[config.mk]
export PLATFORM = sky130hd
export DESIGN_NAME = supwd_top
export DESIGN_NICKNAME = d
export VERILOG_FILES = /design/src/logic/supwd_pkg.sv /design/src/logic/supwd_top.sv
export VERILOG_INCLUDE_DIRS = /design/src /design/src/logic
export SDC_FILE = /design/constraint.sdc
export NUM_CORES = 1
export LEC_CHECK = 0
export BUFFER_PORTS_ARGS = -buffer_cell sky130_fd_sc_hd__buf_2
export CAP_MARGIN = 20
export CORE_AREA = 4 4 93 160
export CTS_CLUSTER_SIZE = 14
export DETAILED_ROUTE_END_ITERATION = 12
export DIE_AREA = 0 0 97 164
export PLACE_DENSITY = 0.59
export SLEW_MARGIN = 10
export SYNTH_ARGS = -nofsm -noshare
export SYNTH_HDL_FRONTEND = slang
export SYNTH_SLANG_ARGS = --single-unit
[constraint.sdc]
create_clock -name I_CLK -period 4.8 [get_ports I_CLK]
set_input_delay 0.96 -clock I_CLK [delete_from_list [all_inputs] [get_ports I_CLK]]
set_output_delay 0.96 -clock I_CLK [all_outputs]
set_load 0.1 [all_outputs]
[src/logic/supwd_defines.svh]
// timing constants of the supervisor watchdog and reset timer
`ifndef SUPWD_DEFINES_SVH
`define SUPWD_DEFINES_SVH
`define SUPWD_CLK_HZ 100000000
`define SUPWD_RST_MS 250
`define SUPWD_WD250_MS 250
`define SUPWD_WD650_MS 650
`define SUPWD_WD1500_MS 1500
`define SUPWD_WC_MS 5
`define SUPWD_CYC_PER_MS (`SUPWD_CLK_HZ / 1000)
`define SUPWD_SEL_OFF 2'b11
`define SUPWD_SEL_250 2'b10
`define SUPWD_SEL_650 2'b01
`endif

[src/logic/supwd_pkg.sv]
// types of the supervisor watchdog
`default_nettype none
package supwd_pkg;
  typedef enum logic [1:0] {SUPWD_ST_RESET, SUPWD_ST_RUN} supwd_state_e;
endpackage : supwd_pkg
`default_nettype wire

[src/logic/supwd_top.sv]
// reset, watchdog and write-cycle timing of the supply supervisor
`include "supwd_defines.svh"
`default_nettype none
module supwd_top #(
  parameter int unsigned RST_CYC = `SUPWD_RST_MS * `SUPWD_CYC_PER_MS,
  parameter int unsigned WD250_CYC = `SUPWD_WD250_MS * `SUPWD_CYC_PER_MS,
  parameter int unsigned WD650_CYC = `SUPWD_WD650_MS * `SUPWD_CYC_PER_MS,
  parameter int unsigned WD1500_CYC = `SUPWD_WD1500_MS * `SUPWD_CYC_PER_MS,
  parameter int unsigned WC_CYC = `SUPWD_WC_MS * `SUPWD_CYC_PER_MS
) (
  input wire logic I_CLK,
  input wire logic I_RST,
  input wire logic i_watchdog_period_sel_hi,
  input wire logic i_watchdog_period_sel_lo,
  input wire logic i_wd_restart,
  input wire logic i_low_supply,
  input wire logic i_write_stop,
  input wire logic i_wel_set,
  input wire logic i_wel_clear,
  output logic o_reset,
  output logic o_bus_enable,
  output logic o_bus_abort,
  output logic o_write_busy,
  output logic o_write_enable_latch,
  output logic o_standby
);
  logic [1:0] restart_sync_reg;
  logic [1:0] low_sync_reg;
  logic restart_prev_reg;
  logic [1:0] hi_lo_sync_reg;
  logic [1:0] lo_sync_reg;
  logic [31:0] rst_cnt_reg;
  logic [31:0] wd_cnt_reg;
  logic [31:0] wc_cnt_reg;
  logic [31:0] wd_limit;
  logic [1:0] sel;
  logic restart_edge;
  logic wd_expire;
  supwd_pkg::supwd_state_e state_reg;

  always_ff @(posedge I_CLK) begin
    if (I_RST) begin
      restart_sync_reg <= 2'h0;
      low_sync_reg <= 2'h0;
      hi_lo_sync_reg <= 2'h3;
      lo_sync_reg <= 2'h3;
      restart_prev_reg <= 1'b0;
    end else begin
      restart_sync_reg <= {restart_sync_reg[0], i_wd_restart};
      low_sync_reg <= {low_sync_reg[0], i_low_supply};
      hi_lo_sync_reg <= {hi_lo_sync_reg[0], i_watchdog_period_sel_hi};
      lo_sync_reg <= {lo_sync_reg[0], i_watchdog_period_sel_lo};
      restart_prev_reg <= restart_sync_reg[1];
    end
  end

  assign sel = {hi_lo_sync_reg[1], lo_sync_reg[1]};
  assign restart_edge = restart_sync_reg[1] & ~restart_prev_reg;

  always_comb begin
    if (sel == `SUPWD_SEL_250) begin
      wd_limit = WD250_CYC;
    end else if (sel == `SUPWD_SEL_650) begin
      wd_limit = WD650_CYC;
    end else begin
      wd_limit = WD1500_CYC;
    end
  end

  // the off code keeps the counter cleared so a later enable starts a full period
  assign wd_expire = (sel != `SUPWD_SEL_OFF) && (wd_cnt_reg >= wd_limit - 32'h0000_0001);

  always_ff @(posedge I_CLK) begin
    if (I_RST) begin
      state_reg <= supwd_pkg::SUPWD_ST_RESET;
      rst_cnt_reg <= 32'h0000_0000;
    end else begin
      case (state_reg)
        supwd_pkg::SUPWD_ST_RESET: begin
          // all inputs are ignored until the timeout runs out
          if (rst_cnt_reg >= RST_CYC - 32'h0000_0001 && !low_sync_reg[1]) begin
            state_reg <= supwd_pkg::SUPWD_ST_RUN;
            rst_cnt_reg <= 32'h0000_0000;
          end else if (rst_cnt_reg < RST_CYC - 32'h0000_0001) begin
            rst_cnt_reg <= rst_cnt_reg + 32'h0000_0001;
          end
        end
        supwd_pkg::SUPWD_ST_RUN: begin
          if (low_sync_reg[1] || wd_expire) begin
            state_reg <= supwd_pkg::SUPWD_ST_RESET;
          end
        end
        default: state_reg <= supwd_pkg::SUPWD_ST_RESET;
      endcase
    end
  end

  always_ff @(posedge I_CLK) begin
    if (I_RST || state_reg != supwd_pkg::SUPWD_ST_RUN || sel == `SUPWD_SEL_OFF) begin
      wd_cnt_reg <= 32'h0000_0000;
    end else if (restart_edge || wd_expire) begin
      wd_cnt_reg <= 32'h0000_0000;
    end else begin
      wd_cnt_reg <= wd_cnt_reg + 32'h0000_0001;
    end
  end

  always_ff @(posedge I_CLK) begin
    if (I_RST) begin
      wc_cnt_reg <= 32'h0000_0000;
    end else if (wc_cnt_reg != 32'h0000_0000) begin
      wc_cnt_reg <= wc_cnt_reg - 32'h0000_0001;
    end else if (i_write_stop && o_write_enable_latch && state_reg == supwd_pkg::SUPWD_ST_RUN) begin
      wc_cnt_reg <= WC_CYC;
    end
  end

  always_ff @(posedge I_CLK) begin
    if (I_RST) begin
      o_write_enable_latch <= 1'b0;
    end else if (state_reg != supwd_pkg::SUPWD_ST_RUN) begin
      o_write_enable_latch <= o_write_enable_latch;
    end else if (i_wel_set) begin
      o_write_enable_latch <= 1'b1;
    end else if (i_wel_clear) begin
      o_write_enable_latch <= 1'b0;
    end
  end

  always_ff @(posedge I_CLK) begin
    if (I_RST) begin
      o_reset <= 1'b1;
      o_bus_abort <= 1'b0;
    end else begin
      o_reset <= (state_reg != supwd_pkg::SUPWD_ST_RUN);
      o_bus_abort <= (state_reg == supwd_pkg::SUPWD_ST_RUN) && (low_sync_reg[1] || wd_expire);
    end
  end

  assign o_bus_enable = ~o_reset;
  assign o_write_busy = (wc_cnt_reg != 32'h0000_0000);
  assign o_standby = ~o_write_busy;

  // cycles that reset has stood; a short repetition cannot span the full timeout
  logic [31:0] rst_len_reg;

  always_ff @(posedge I_CLK) begin
    if (I_RST || !o_reset) begin
      rst_len_reg <= 32'h0000_0000;
    end else if (rst_len_reg < RST_CYC) begin
      rst_len_reg <= rst_len_reg + 32'h0000_0001;
    end
  end
endmodule : supwd_top
`default_nettype wire

After elaboration in Yosys (flattened, before gate mapping)
Index checks and enable logic that the tools add are counted.

storage, ports and cells
  input bits = 9
  word-level logic and storage cells = 62
  flip-flop bits (word level) = 110
  output and inout port bits = 6

operators by class
  equality and inequality tests = 8
  bitwise logic cells = 5
  $add $sub $neg = 4
  mux-type cells = 11
  reductions and logical operators = 19
  $lt $le $gt $ge = 3

operator list
  kind                                                   count
  two-way mux 32 bit                                     4
  adder 32 x 1 -> 32 bit, second input constant          2
  subtractor 32 x 1 -> 32 bit, second input constant     2
  two-way mux 28 bit                                     2
  >= comparator 32 x 25 -> 1 bit, second input constant  1
  >= comparator 32 bit                                   1
  < comparator 32 x 25 -> 1 bit, second input constant   1
  nonzero test 32 bit                                    1
  != test 2 bit, second input constant                   3
  AND reduction 2 bit                                    3
  nonzero test 2 bit                                     3
  logical AND 1 bit                                      5
  == test 2 x 1 -> 1 bit, second input constant          2
  == test 2 bit, second input constant                   2
  logical OR 1 bit                                       4
  two-way mux 2 bit                                      2
  inverter 1 bit                                         4
  one-hot mux 2 bit (2 select lines)                     1
  logical NOT 2 bit                                      1
  two-way mux 1 bit                                      2
  != test 2 x 1 -> 1 bit, second input constant          1
  OR reduction 2 bit                                     1
  bitwise AND 1 bit                                      1
  logical NOT 1 bit                                      1

Longest topological paths before layout
Gate-level depths: netlist (run 1).

  depth in word-level cells = 9
  gate-level depth with buffers = 12
  depth with buffers taken out = 10

Least setup slack after synthesis (run 1)
No wires, ideal clock.

  path kind = reg-to-output
  from = register wc_cnt_reg[0]
  to = output port o_standby
  arrival time = 2.627 ns
  path slack = 1.213 ns
  cell stages (with the launch flop) = 9
  required time = 3.840 ns
  path buffers = 2
  cells stage by stage = dfxtp_1 > inv_1 > ha_1 > nor4b_1 > and4_1 > clkbuf_1 > nand3_2 > inv_2 > buf_2

on the way
  cells in the longest elaborated chain, start to end = 2

RTL lines
  item                      RTL line          RTL
  start: declaration        supwd_top.sv:34   logic [31:0] wc_cnt_reg;
  start signal: assignment  supwd_top.sv:112  wc_cnt_reg <= wc_cnt_reg - 32'h0000_0001;
  nonzero test 32 bit       supwd_top.sv:141  assign o_write_busy = (wc_cnt_reg != 32'h0000_0000);
  named net o_write_busy    supwd_top.sv:23   output logic o_write_busy,
  inverter 1 bit            supwd_top.sv:142  assign o_standby = ~o_write_busy;
  end: declaration          supwd_top.sv:25   output logic o_standby

The timed path passes the listed nets, and every way through them passes these cells.

Worst setup path after layout (run 1)
  from = register wc_cnt_reg[0]
  to = output port o_standby

on the way
  cells in the longest elaborated chain, start to end = 2

RTL lines
  item                 RTL line
  nonzero test 32 bit  supwd_top.sv:141
  inverter 1 bit       supwd_top.sv:142

Every way passes these cells.

==> results of run 1 <==
-- power groups by stage --
| stage | Sequential, mW | Combinational, mW | Clock, mW |
|---|---|---|---|
| after floorplan | 1.13 | 0.831 | 0 |
| after global placement | 1.15 | 0.989 | 0 |
| after detailed placement | 1.15 | 0.993 | 0 |
| after CTS | 1.13 | 1.00 | 0.750 |
| after global routing | 1.15 | 1.13 | 0.784 |
| final | 1.14 | 0.998 | 0.727 |
-- Yosys cell counts, drive strengths merged, types with 2 or more instances --
cell,n
conb,2
and4,9
o31ai,3
and2,14
o21ai,13
or3,10
nor3b,3
xor2,37
xnor2,26
a2111oi,2
a311o,2
nor2,91
nor3,31
or2,10
o21a,5
inv,22
nand3b,6
nand3,33
nand2,41
and3,9
buf,4
nor2b,7
ha,25
a31oi,2
a21oi,25
nor4,13
a211oi,3
nand4b,5
clkbuf,18
or4,11
nand4,15
dfxtp,109
-- through the flow --
stage | worst slack (ns) | hold slack, ns
2_1_floorplan | 1.21 | 0.389
3_3_place_gp | 1.58 | 0.395
3_5_place_dp | 1.51 | 0.393
4_1_cts | 1.13 | 0.407
5_1_grt | 0.794 | 0.422
6_report | 1.13 | 0.408
-- cells in the final DEF, fill, tap and decap left out, types with 2 or more instances in the layout --
cell / netlist / layout
sky130_fd_sc_hd__o21ai_0: 12 / 12
sky130_fd_sc_hd__a21oi_1: 25 / 25
sky130_fd_sc_hd__nand2_1: 41 / 41
sky130_fd_sc_hd__xor2_1: 37 / 37
sky130_fd_sc_hd__nor3b_1: 3 / 3
sky130_fd_sc_hd__dfxtp_1: 109 / 109
sky130_fd_sc_hd__and3_1: 9 / 9
sky130_fd_sc_hd__nand3_1: 32 / 32
sky130_fd_sc_hd__nor3_1: 31 / 31
sky130_fd_sc_hd__o31ai_1: 3 / 3
sky130_fd_sc_hd__nand4_1: 15 / 15
sky130_fd_sc_hd__buf_2: 2 / 14
sky130_fd_sc_hd__o21a_1: 5 / 5
sky130_fd_sc_hd__a31oi_1: 2 / 2
sky130_fd_sc_hd__xnor2_1: 26 / 26
sky130_fd_sc_hd__nor2_1: 91 / 91
sky130_fd_sc_hd__or4_1: 10 / 10
sky130_fd_sc_hd__and4_1: 8 / 8
sky130_fd_sc_hd__ha_1: 25 / 25
sky130_fd_sc_hd__nor4_1: 12 / 12
sky130_fd_sc_hd__a311o_1: 2 / 2
sky130_fd_sc_hd__clkbuf_16: 0 / 9
sky130_fd_sc_hd__nand3b_1: 5 / 5
sky130_fd_sc_hd__or2_2: 9 / 9
sky130_fd_sc_hd__clkbuf_8: 0 / 2
sky130_fd_sc_hd__clkinv_4: 0 / 2
sky130_fd_sc_hd__and2_1: 14 / 14
sky130_fd_sc_hd__nor2b_1: 7 / 7
sky130_fd_sc_hd__a211oi_1: 3 / 3
sky130_fd_sc_hd__or3_1: 10 / 10
sky130_fd_sc_hd__inv_1: 21 / 21
sky130_fd_sc_hd__nand4b_1: 5 / 5
sky130_fd_sc_hd__conb_1: 2 / 5
-- worst register-to-register path: stages (launching register included) --
cell and delay [ns]:
sky130_fd_sc_hd__dfxtp_1 0.38, sky130_fd_sc_hd__inv_1 0.08, sky130_fd_sc_hd__ha_1 0.40, sky130_fd_sc_hd__inv_1 0.14, sky130_fd_sc_hd__ha_1 0.19, sky130_fd_sc_hd__or4_1 0.39, sky130_fd_sc_hd__a211oi_1 0.37, sky130_fd_sc_hd__o41a_1 0.21
sky130_fd_sc_hd__and4_1 0.24, sky130_fd_sc_hd__o21ai_2 0.17, sky130_fd_sc_hd__buf_8 0.21, sky130_fd_sc_hd__nor2_1 0.12
-- cell type report --
class	instances	area share, %
Sequential cell	109	37.3
Inverter	22	1.41
Multi-Input combinational cell	471	50.9
Clock inverter	5	0.791
Tap cell	174	3.72
Clock buffer	11	4.32
Timing Repair Buffer	16	1.58
-- final timing paths --
path                     startpoint                end  slack (ns)
setup / recovery      wc_cnt_reg[0]          o_standby        1.13
hold / removal    hi_lo_sync_reg[0]  hi_lo_sync_reg[1]        0.41
setup reg to reg  hi_lo_sync_reg[1]     wd_cnt_reg[20]        1.83
hold reg to reg   hi_lo_sync_reg[0]  hi_lo_sync_reg[1]        0.41
-- cells by family (layout without fill, tap and decap cells) --
| logic type | count (synthesis) | in the layout | share of synthesized area (%) |
|---|---|---|---|
| XOR/XNOR | 63 | 63 | 10.4 |
| adder cells (fa/ha/maj) | 25 | 25 | 5.88 |
| flip-flops | 109 | 109 | 41.0 |
| buffers and inverters | 44 | 54 | 3.22 |
| AO/OA/AOI/OAI | 66 | 66 | 8.28 |
| other | 2 | 5 | 0.141 |
| AND/OR/NAND/NOR | 312 | 312 | 31.1 |
-- routing by layer --
metal	share of wire, %	vias up
met4	1.3	0
met2	54	42
met3	2.1	14
met1	43	2026
met5	0	-
li1	-	2172
==> flow_metrics.env, run 1 <==
export IMPL_area_growth_syn_to_layout_pct=10.1
export IMPL_timing_worst_setup_path_type="reg -> out"
export IMPL_top_usage_layer="met2"
export IMPL_final_core_utilization_pct=43.3
export IMPL_synth_yosys_seq_area_share_pct=41.0
export IMPL_top_level_ports=15
export IMPL_antenna_cells=0
export IMPL_clock_power_share_pct=25.4
export IMPL_dpl_cell_count=792
export IMPL_synth_largest_type_area_fraction_pct=41.0
export IMPL_wl_per_cell_um=13.8
export IMPL_worst_endpoint_required_ns=3.84
export IMPL_tritoncts_clock_tree="built"
export IMPL_synth_area_per_cell_um2=8.56
export IMPL_netlist_instances=621
export IMPL_critPathMaxStageDelay_ns=0.48
export IMPL_path_cells="inv_1 > ha_1 > nor4b_1 > and4_1 > nand3_2 > inv_2 > buf_2"
export IMPL_tritoncts_num_buffers=9
export IMPL_first_pass_grt_wire_length_um=19200
export IMPL_combPwrFrac_pct=34.9
export IMPL_min_delay_path_depth=1
export IMPL_hold_path_class="reg -> reg"
export IMPL_crit_family="simple AND/OR/NAND/NOR gates"
export IMPL_synth_cell_type_count=58
export IMPL_postCtsSetupBuffers=0
export IMPL_fin_area_um2=5850
export IMPL_netSwitchingFraction_pct=37.4
export IMPL_dominant_synthesized_flop_cell="sky130_fd_sc_hd__dfxtp_1"
export IMPL_cp_start_kind="flip-flop"
export IMPL_multiInputGateArea_um2=2980
export IMPL_detailedRoute_firstIterationViolations=90
export IMPL_design_final_nets=663
export IMPL_power_per_cell_area_nw_per_um2=489
export IMPL_finalHoldViolations=0
export IMPL_reported_leakage_power_nw=2.17
export IMPL_timing_slew_headroom_pct=42.3
export IMPL_viasPerCell=5.26
export IMPL_initial_utilization_pct=39.3
export IMPL_synthTopCellsByArea="sky130_fd_sc_hd__dfxtp_1 41%, sky130_fd_sc_hd__nor2_1 6.4%, sky130_fd_sc_hd__xor2_1 6.1%, sky130_fd_sc_hd__ha_1 5.9%, sky130_fd_sc_hd__xnor2_1 4.3%"
export IMPL_final_instance_count_excl_fill=808
export IMPL_power_net_switching_mw=1.07
export IMPL_layout_worst_path_cycle_share_pct=76.4
export IMPL_dr_total_vias=4254
export IMPL_track_usage_pct=14.5
export IMPL_clock_tree_htree_level_count=3
export IMPL_clk_pin_slew_worst_paths_ns=0.07
export IMPL_post_route_min_period_ns=3.67
export IMPL_finalSetupViolations=0
export IMPL_p_int_mw=1.79
export IMPL_critical_path_cell_count=7
export IMPL_synth_area_leader_cell="sky130_fd_sc_hd__dfxtp_1"
export IMPL_ys_ff_latch=109
export IMPL_antenna_violating_nets_post_route=0
export IMPL_pin_count_of_the_biggest_net_entering_global_routing=45
export IMPL_place_port_buffers=14
export IMPL_yosys_warnings=0
export IMPL_worstSkewPairLatency_ns=0.35
export IMPL_setup_worst_path_end_class="output port"
export IMPL_detailed_place_hpwl_um=8210
export IMPL_detail_route_wirelength_um=11100
export IMPL_netlist_area_um2=5320
export IMPL_power_mw=2.86
export IMPL_timing_reg2reg_worst_path_depth=11
export IMPL_cts_path_max_buffers=2
export IMPL_crit_path_max_fanout=14
export IMPL_die_h_um=164
export IMPL_worst_slew_pin_slew_ns=0.866
export IMPL_worst_path_bufs_invs=3
export IMPL_overall_die_area_um2=15900
export IMPL_first_global_vias=4222
export IMPL_grt_setup_unrepaired="false"
export IMPL_gp_congestion=0.832
export IMPL_drcViolationCount=0
export IMPL_clk_root_buf="sky130_fd_sc_hd__clkbuf_16"
export IMPL_maxCapViolations=0
export IMPL_critPathArrivalTime_ns=2.71
export IMPL_design_core_area_um2=13500
export IMPL_drive_above_1_share_pct=8.04
export IMPL_final_setup_skew_ns=0.0116
export IMPL_postPlaceCellArea_um2=5560
export IMPL_vdd_drop_max_uv=494
export IMPL_die_width_um=97
export IMPL_synthArstFlopShare_pct=0
export IMPL_tns_ns=0
export IMPL_global_route_overflow_total=0
export IMPL_layout_filler_cells=1326
export IMPL_area_sequential_um2=2180
export IMPL_pwr_share_seq_pct=39.7
export IMPL_crit_slowest_cell="sky130_fd_sc_hd__buf_2"
export IMPL_globalRouteMet2Util_pct=28.2
export IMPL_floorplan_rows=56
export IMPL_detailedRoute_firstPassIterationCount=4
export IMPL_cts_hold_buffers=0
export IMPL_global_route_usage_met1_pct=15.7
export IMPL_max_clock_freq_mhz=273
export IMPL_use_met3_pct=2.29
export IMPL_numClockSinks=109
export IMPL_cts_resized_gates=0
export IMPL_synth_enable_flop_cells=0
export IMPL_antenna_found_initial=0
export IMPL_run_status="finished clean"
export IMPL_drv_slew=0
No activity file was read; power rests on OpenSTA's default activity.
==> run 2: changes to the inputs <==
- ABC_AREA: not set -> 1
- CORE_AREA: 4 4 93 160 -> 4 4 99 172
- DIE_AREA: 0 0 97 164 -> 0 0 103 176
- PLACE_DENSITY: 0.59 -> 0.61
- clock period: 4.8 -> 3.2 ns (I/O delays scaled with it)
==> run 2 against run 1 <==
  * Critical path depth increased by 1
  * Sequential share of layout area decreased by 4.6 points
  * Core utilization fell by 0.76 points
  * Synthesized cell count rose by 44%
  * Sequential power up 49%
  * Worst hold slack worse by 0.012 ns
  * Design area up 14%
  * Clock power grew 54%
  * Largest power group is now combinational logic
  * Critical path type unchanged
  * Synthesized area is 16% higher
  * Die area grew 14%
  * Count of clock-buffer cells in the layout decreased by 1
==> flow_metrics.env, run 2 <==
export IMPL_run_status="finished clean"
export IMPL_synth_compound_gate_area_share_pct=4.39
export IMPL_main_combinational_cell_family_by_area_after_synthesis="simple AND/OR/NAND/NOR gates"
export IMPL_netlist_area_um2=6160
export IMPL_timing_reg2reg_worst_path_depth=12
export IMPL_worst_slew_pin_slew_ns=0.591
export IMPL_overall_die_area_um2=18100
export IMPL_xor_xnor_cell_area_share_of_the_yosys_netlist_pct=4.69
export IMPL_postCtsSetupBuffers=0
export IMPL_synth_yosys_seq_area_share_pct=35.4
export IMPL_rr_endpoint="wd_cnt_reg[13]"
export IMPL_crit_path_max_fanout=6
export IMPL_layout_filler_cells=1690
export IMPL_power_per_cell_area_nw_per_um2=688
export IMPL_max_clock_freq_mhz=343
export IMPL_ys_ff_latch=109
export IMPL_cp_start_kind="flip-flop"
export IMPL_postPlaceCellArea_um2=6390
export IMPL_clock_tree_htree_level_count=3
export IMPL_synth_most_common_cell="sky130_fd_sc_hd__nand2_1"
export IMPL_top_level_ports=15
export IMPL_finalHoldViolations=0
export IMPL_synthTopCellsByArea="sky130_fd_sc_hd__dfxtp_1 35%, sky130_fd_sc_hd__nand2_1 11%, sky130_fd_sc_hd__inv_1 7.4%, sky130_fd_sc_hd__nor2_1 7.2%, sky130_fd_sc_hd__ha_1 5.1%"
export IMPL_tritoncts_num_buffers=9
export IMPL_synth_cell_type_count=41
export IMPL_antenna_violating_nets_post_route=0
export IMPL_clk_root_buf="sky130_fd_sc_hd__clkbuf_16"
export IMPL_area_sequential_um2=2180
export IMPL_clk_pin_slew_worst_paths_ns=0.08
export IMPL_detailedRoute_firstIterationViolations=213
export IMPL_hold_path_startpoint="low_sync_reg[0]"
export IMPL_synth_enable_flop_cells=0
export IMPL_global_route_overflow_total=0
export IMPL_design_final_nets=940
export IMPL_initial_utilization_pct=39.2
export IMPL_mostFrequentLayoutCell="sky130_fd_sc_hd__nand2_1"
export IMPL_cts_path_max_buffers=2
export IMPL_antenna_found_initial=0
export IMPL_first_global_vias=5254
export IMPL_dr_total_vias=5372
export IMPL_cts_resized_gates=0
export IMPL_floorplan_rows=61
export IMPL_numClockSinks=109
export IMPL_wl_per_cell_um=12.3
export IMPL_yosys_warnings=0
export IMPL_drive_above_1_share_pct=10.8
export IMPL_layout_worst_path_cycle_share_pct=91.1
export IMPL_synth_area_per_cell_um2=6.90
export IMPL_cts_hold_buffers=0
export IMPL_finalSetupViolations=0
export IMPL_critPathArrivalTime_ns=2.27
export IMPL_netlist_instances=893
export IMPL_tritoncts_clock_tree="built"
export IMPL_setup_worst_path_end_class="output port"
export IMPL_maxCapViolations=0
export IMPL_viasPerCell=4.88
export IMPL_die_width_um=103
export IMPL_post_route_min_period_ns=2.91
export IMPL_dominant_synthesized_flop_cell="sky130_fd_sc_hd__dfxtp_1"
export IMPL_place_port_buffers=14
export IMPL_die_h_um=176
export IMPL_hold_path_class="reg -> reg"
export IMPL_clock_power_share_pct=24.2
export IMPL_worst_hold_path_endpoint="low_sync_reg[1]"
export IMPL_synth_mux_area_fraction_pct=0
export IMPL_detailedRoute_firstPassIterationCount=4
export IMPL_reg2reg_slack_ns=0.66
export IMPL_synth_cells_most_frequent="184 x sky130_fd_sc_hd__nand2_1, 121 x sky130_fd_sc_hd__inv_1, 118 x sky130_fd_sc_hd__nor2_1"
export IMPL_combPwrFrac_pct=38.9
export IMPL_grt_setup_unrepaired="false"
export IMPL_reported_leakage_power_nw=2.85
export IMPL_antenna_cells=0
export IMPL_synthSimpleGateAreaFrac_pct=39.8
export IMPL_timing_worst_setup_path_type="reg -> out"
export IMPL_gp_congestion=0.824
export IMPL_drv_slew=0
export IMPL_fin_area_um2=6690
export IMPL_pin_count_of_the_biggest_net_entering_global_routing=47
export IMPL_final_cell_mix="184 x sky130_fd_sc_hd__nand2_1, 121 x sky130_fd_sc_hd__inv_1, 117 x sky130_fd_sc_hd__nor2_1"
export IMPL_design_core_area_um2=15700
export IMPL_timing_slew_headroom_pct=60.2
export IMPL_final_setup_skew_ns=0.0106
export IMPL_first_pass_grt_wire_length_um=23400
export IMPL_worst_endpoint_required_ns=2.56
export IMPL_vdd_drop_max_uv=570
export IMPL_r2r_start="hi_lo_sync_reg[1]"
export IMPL_track_usage_pct=15.9
export IMPL_detailed_place_hpwl_um=10200
export IMPL_synth_area_leader_cell="sky130_fd_sc_hd__dfxtp_1"
export IMPL_p_int_mw=2.69
export IMPL_synth_largest_type_area_fraction_pct=35.4
export IMPL_drcViolationCount=0
export IMPL_synthArstFlopShare_pct=0
export IMPL_pwr_share_seq_pct=36.9
export IMPL_area_growth_syn_to_layout_pct=8.59
export IMPL_netSwitchingFraction_pct=41.5
export IMPL_worstSkewPairLatency_ns=0.35
export IMPL_min_delay_path_depth=2
export IMPL_multiInputGateArea_um2=3350
export IMPL_synthAdderAreaFrac_pct=5.08
export IMPL_tns_ns=0
export IMPL_detail_route_wirelength_um=13600
export IMPL_power_net_switching_mw=1.91
run 2: changes by cell type in the layout (fill, tap and decap cells not counted), sizes merged, moves of 17 or more:
cell / change
nor3: +24
nand4: +30
nand3: +25
nor2: +60
nand2: +150
xnor2: -17
inv: +110
run 2: worst max-delay path by stage:
stage	from	endpoint	cells past startpoint
floorplan	wc_cnt_reg[1]	o_write_busy	8
global placement	wc_cnt_reg[1]	o_standby	8
detailed placement	hi_lo_sync_reg[1]	wd_cnt_reg[13]	12
CTS	wc_cnt_reg[0]	o_standby	8
global route	wc_cnt_reg[1]	o_standby	8
finish	wc_cnt_reg[1]	o_standby	8
run 2: layout make-up:
type | count | area share, %
tap | 189 | 3.54
clock inverter | 6 | 0.804
timing repair buffer | 18 | 1.50
clock buffer | 10 | 3.57
sequential | 109 | 32.6
multi-input combinational | 627 | 50.0
inverter | 141 | 7.91
run 2: metrics by stage:
stage	worst slack, ns	utilization (%)	power, mW	hold WS [ns]	instances
finish	0.286	42.5	4.60	0.396	1100
global route	0.125	42.5	4.96	0.413	1100
CTS	0.261	42.5	4.65	0.394	1100
detailed placement	0.623	40.7	3.51	0.392	1084
global placement	0.694	40.7	3.51	0.393	1084
floorplan	0.283	-	3.15	0.388	896
run 2: cell families (layout without fill, tap and decap cells):
| logic type | Yosys count | after routing |
|---|---|---|
| fa+ha+maj | 25 | 25 |
| compound gates | 49 | 49 |
| other cells | 2 | 5 |
| flops | 109 | 109 |
| buf+inv | 160 | 175 |
| xor+xnor | 33 | 33 |
| simple gates | 515 | 515 |
run 2: power groups by stage:
stage / Combinational (mW) / Clock [mW] / Sequential, mW
2_1_floorplan: 1.47 / 0 / 1.68
6_report: 1.79 / 1.12 / 1.70
5_1_grt: 2.04 / 1.20 / 1.72
4_1_cts: 1.80 / 1.15 / 1.69
3_3_place_gp: 1.79 / 0 / 1.72
3_5_place_dp: 1.79 / 0 / 1.72
run 2: per-layer routing:
metal | GRT usage, % | up-vias | wire length, um
li1 | - | 2874 | -
met3 | 2.14 | 15 | 239
met4 | 5.02 | 0 | 250
met2 | 30.0 | 54 | 7360
met5 | 0 | - | 0
met1 | 17.9 | 2429 | 5720
run 2: worst max-delay path: stages (launching register included):
cell,delay (ns)
sky130_fd_sc_hd__dfxtp_1,0.31
sky130_fd_sc_hd__inv_1,0.08
sky130_fd_sc_hd__ha_1,0.21
sky130_fd_sc_hd__nand2_1,0.13
sky130_fd_sc_hd__nor2_2,0.24
sky130_fd_sc_hd__nand3_1,0.14
sky130_fd_sc_hd__nand3b_1,0.24
sky130_fd_sc_hd__nor2_4,0.14
sky130_fd_sc_hd__buf_2,0.44
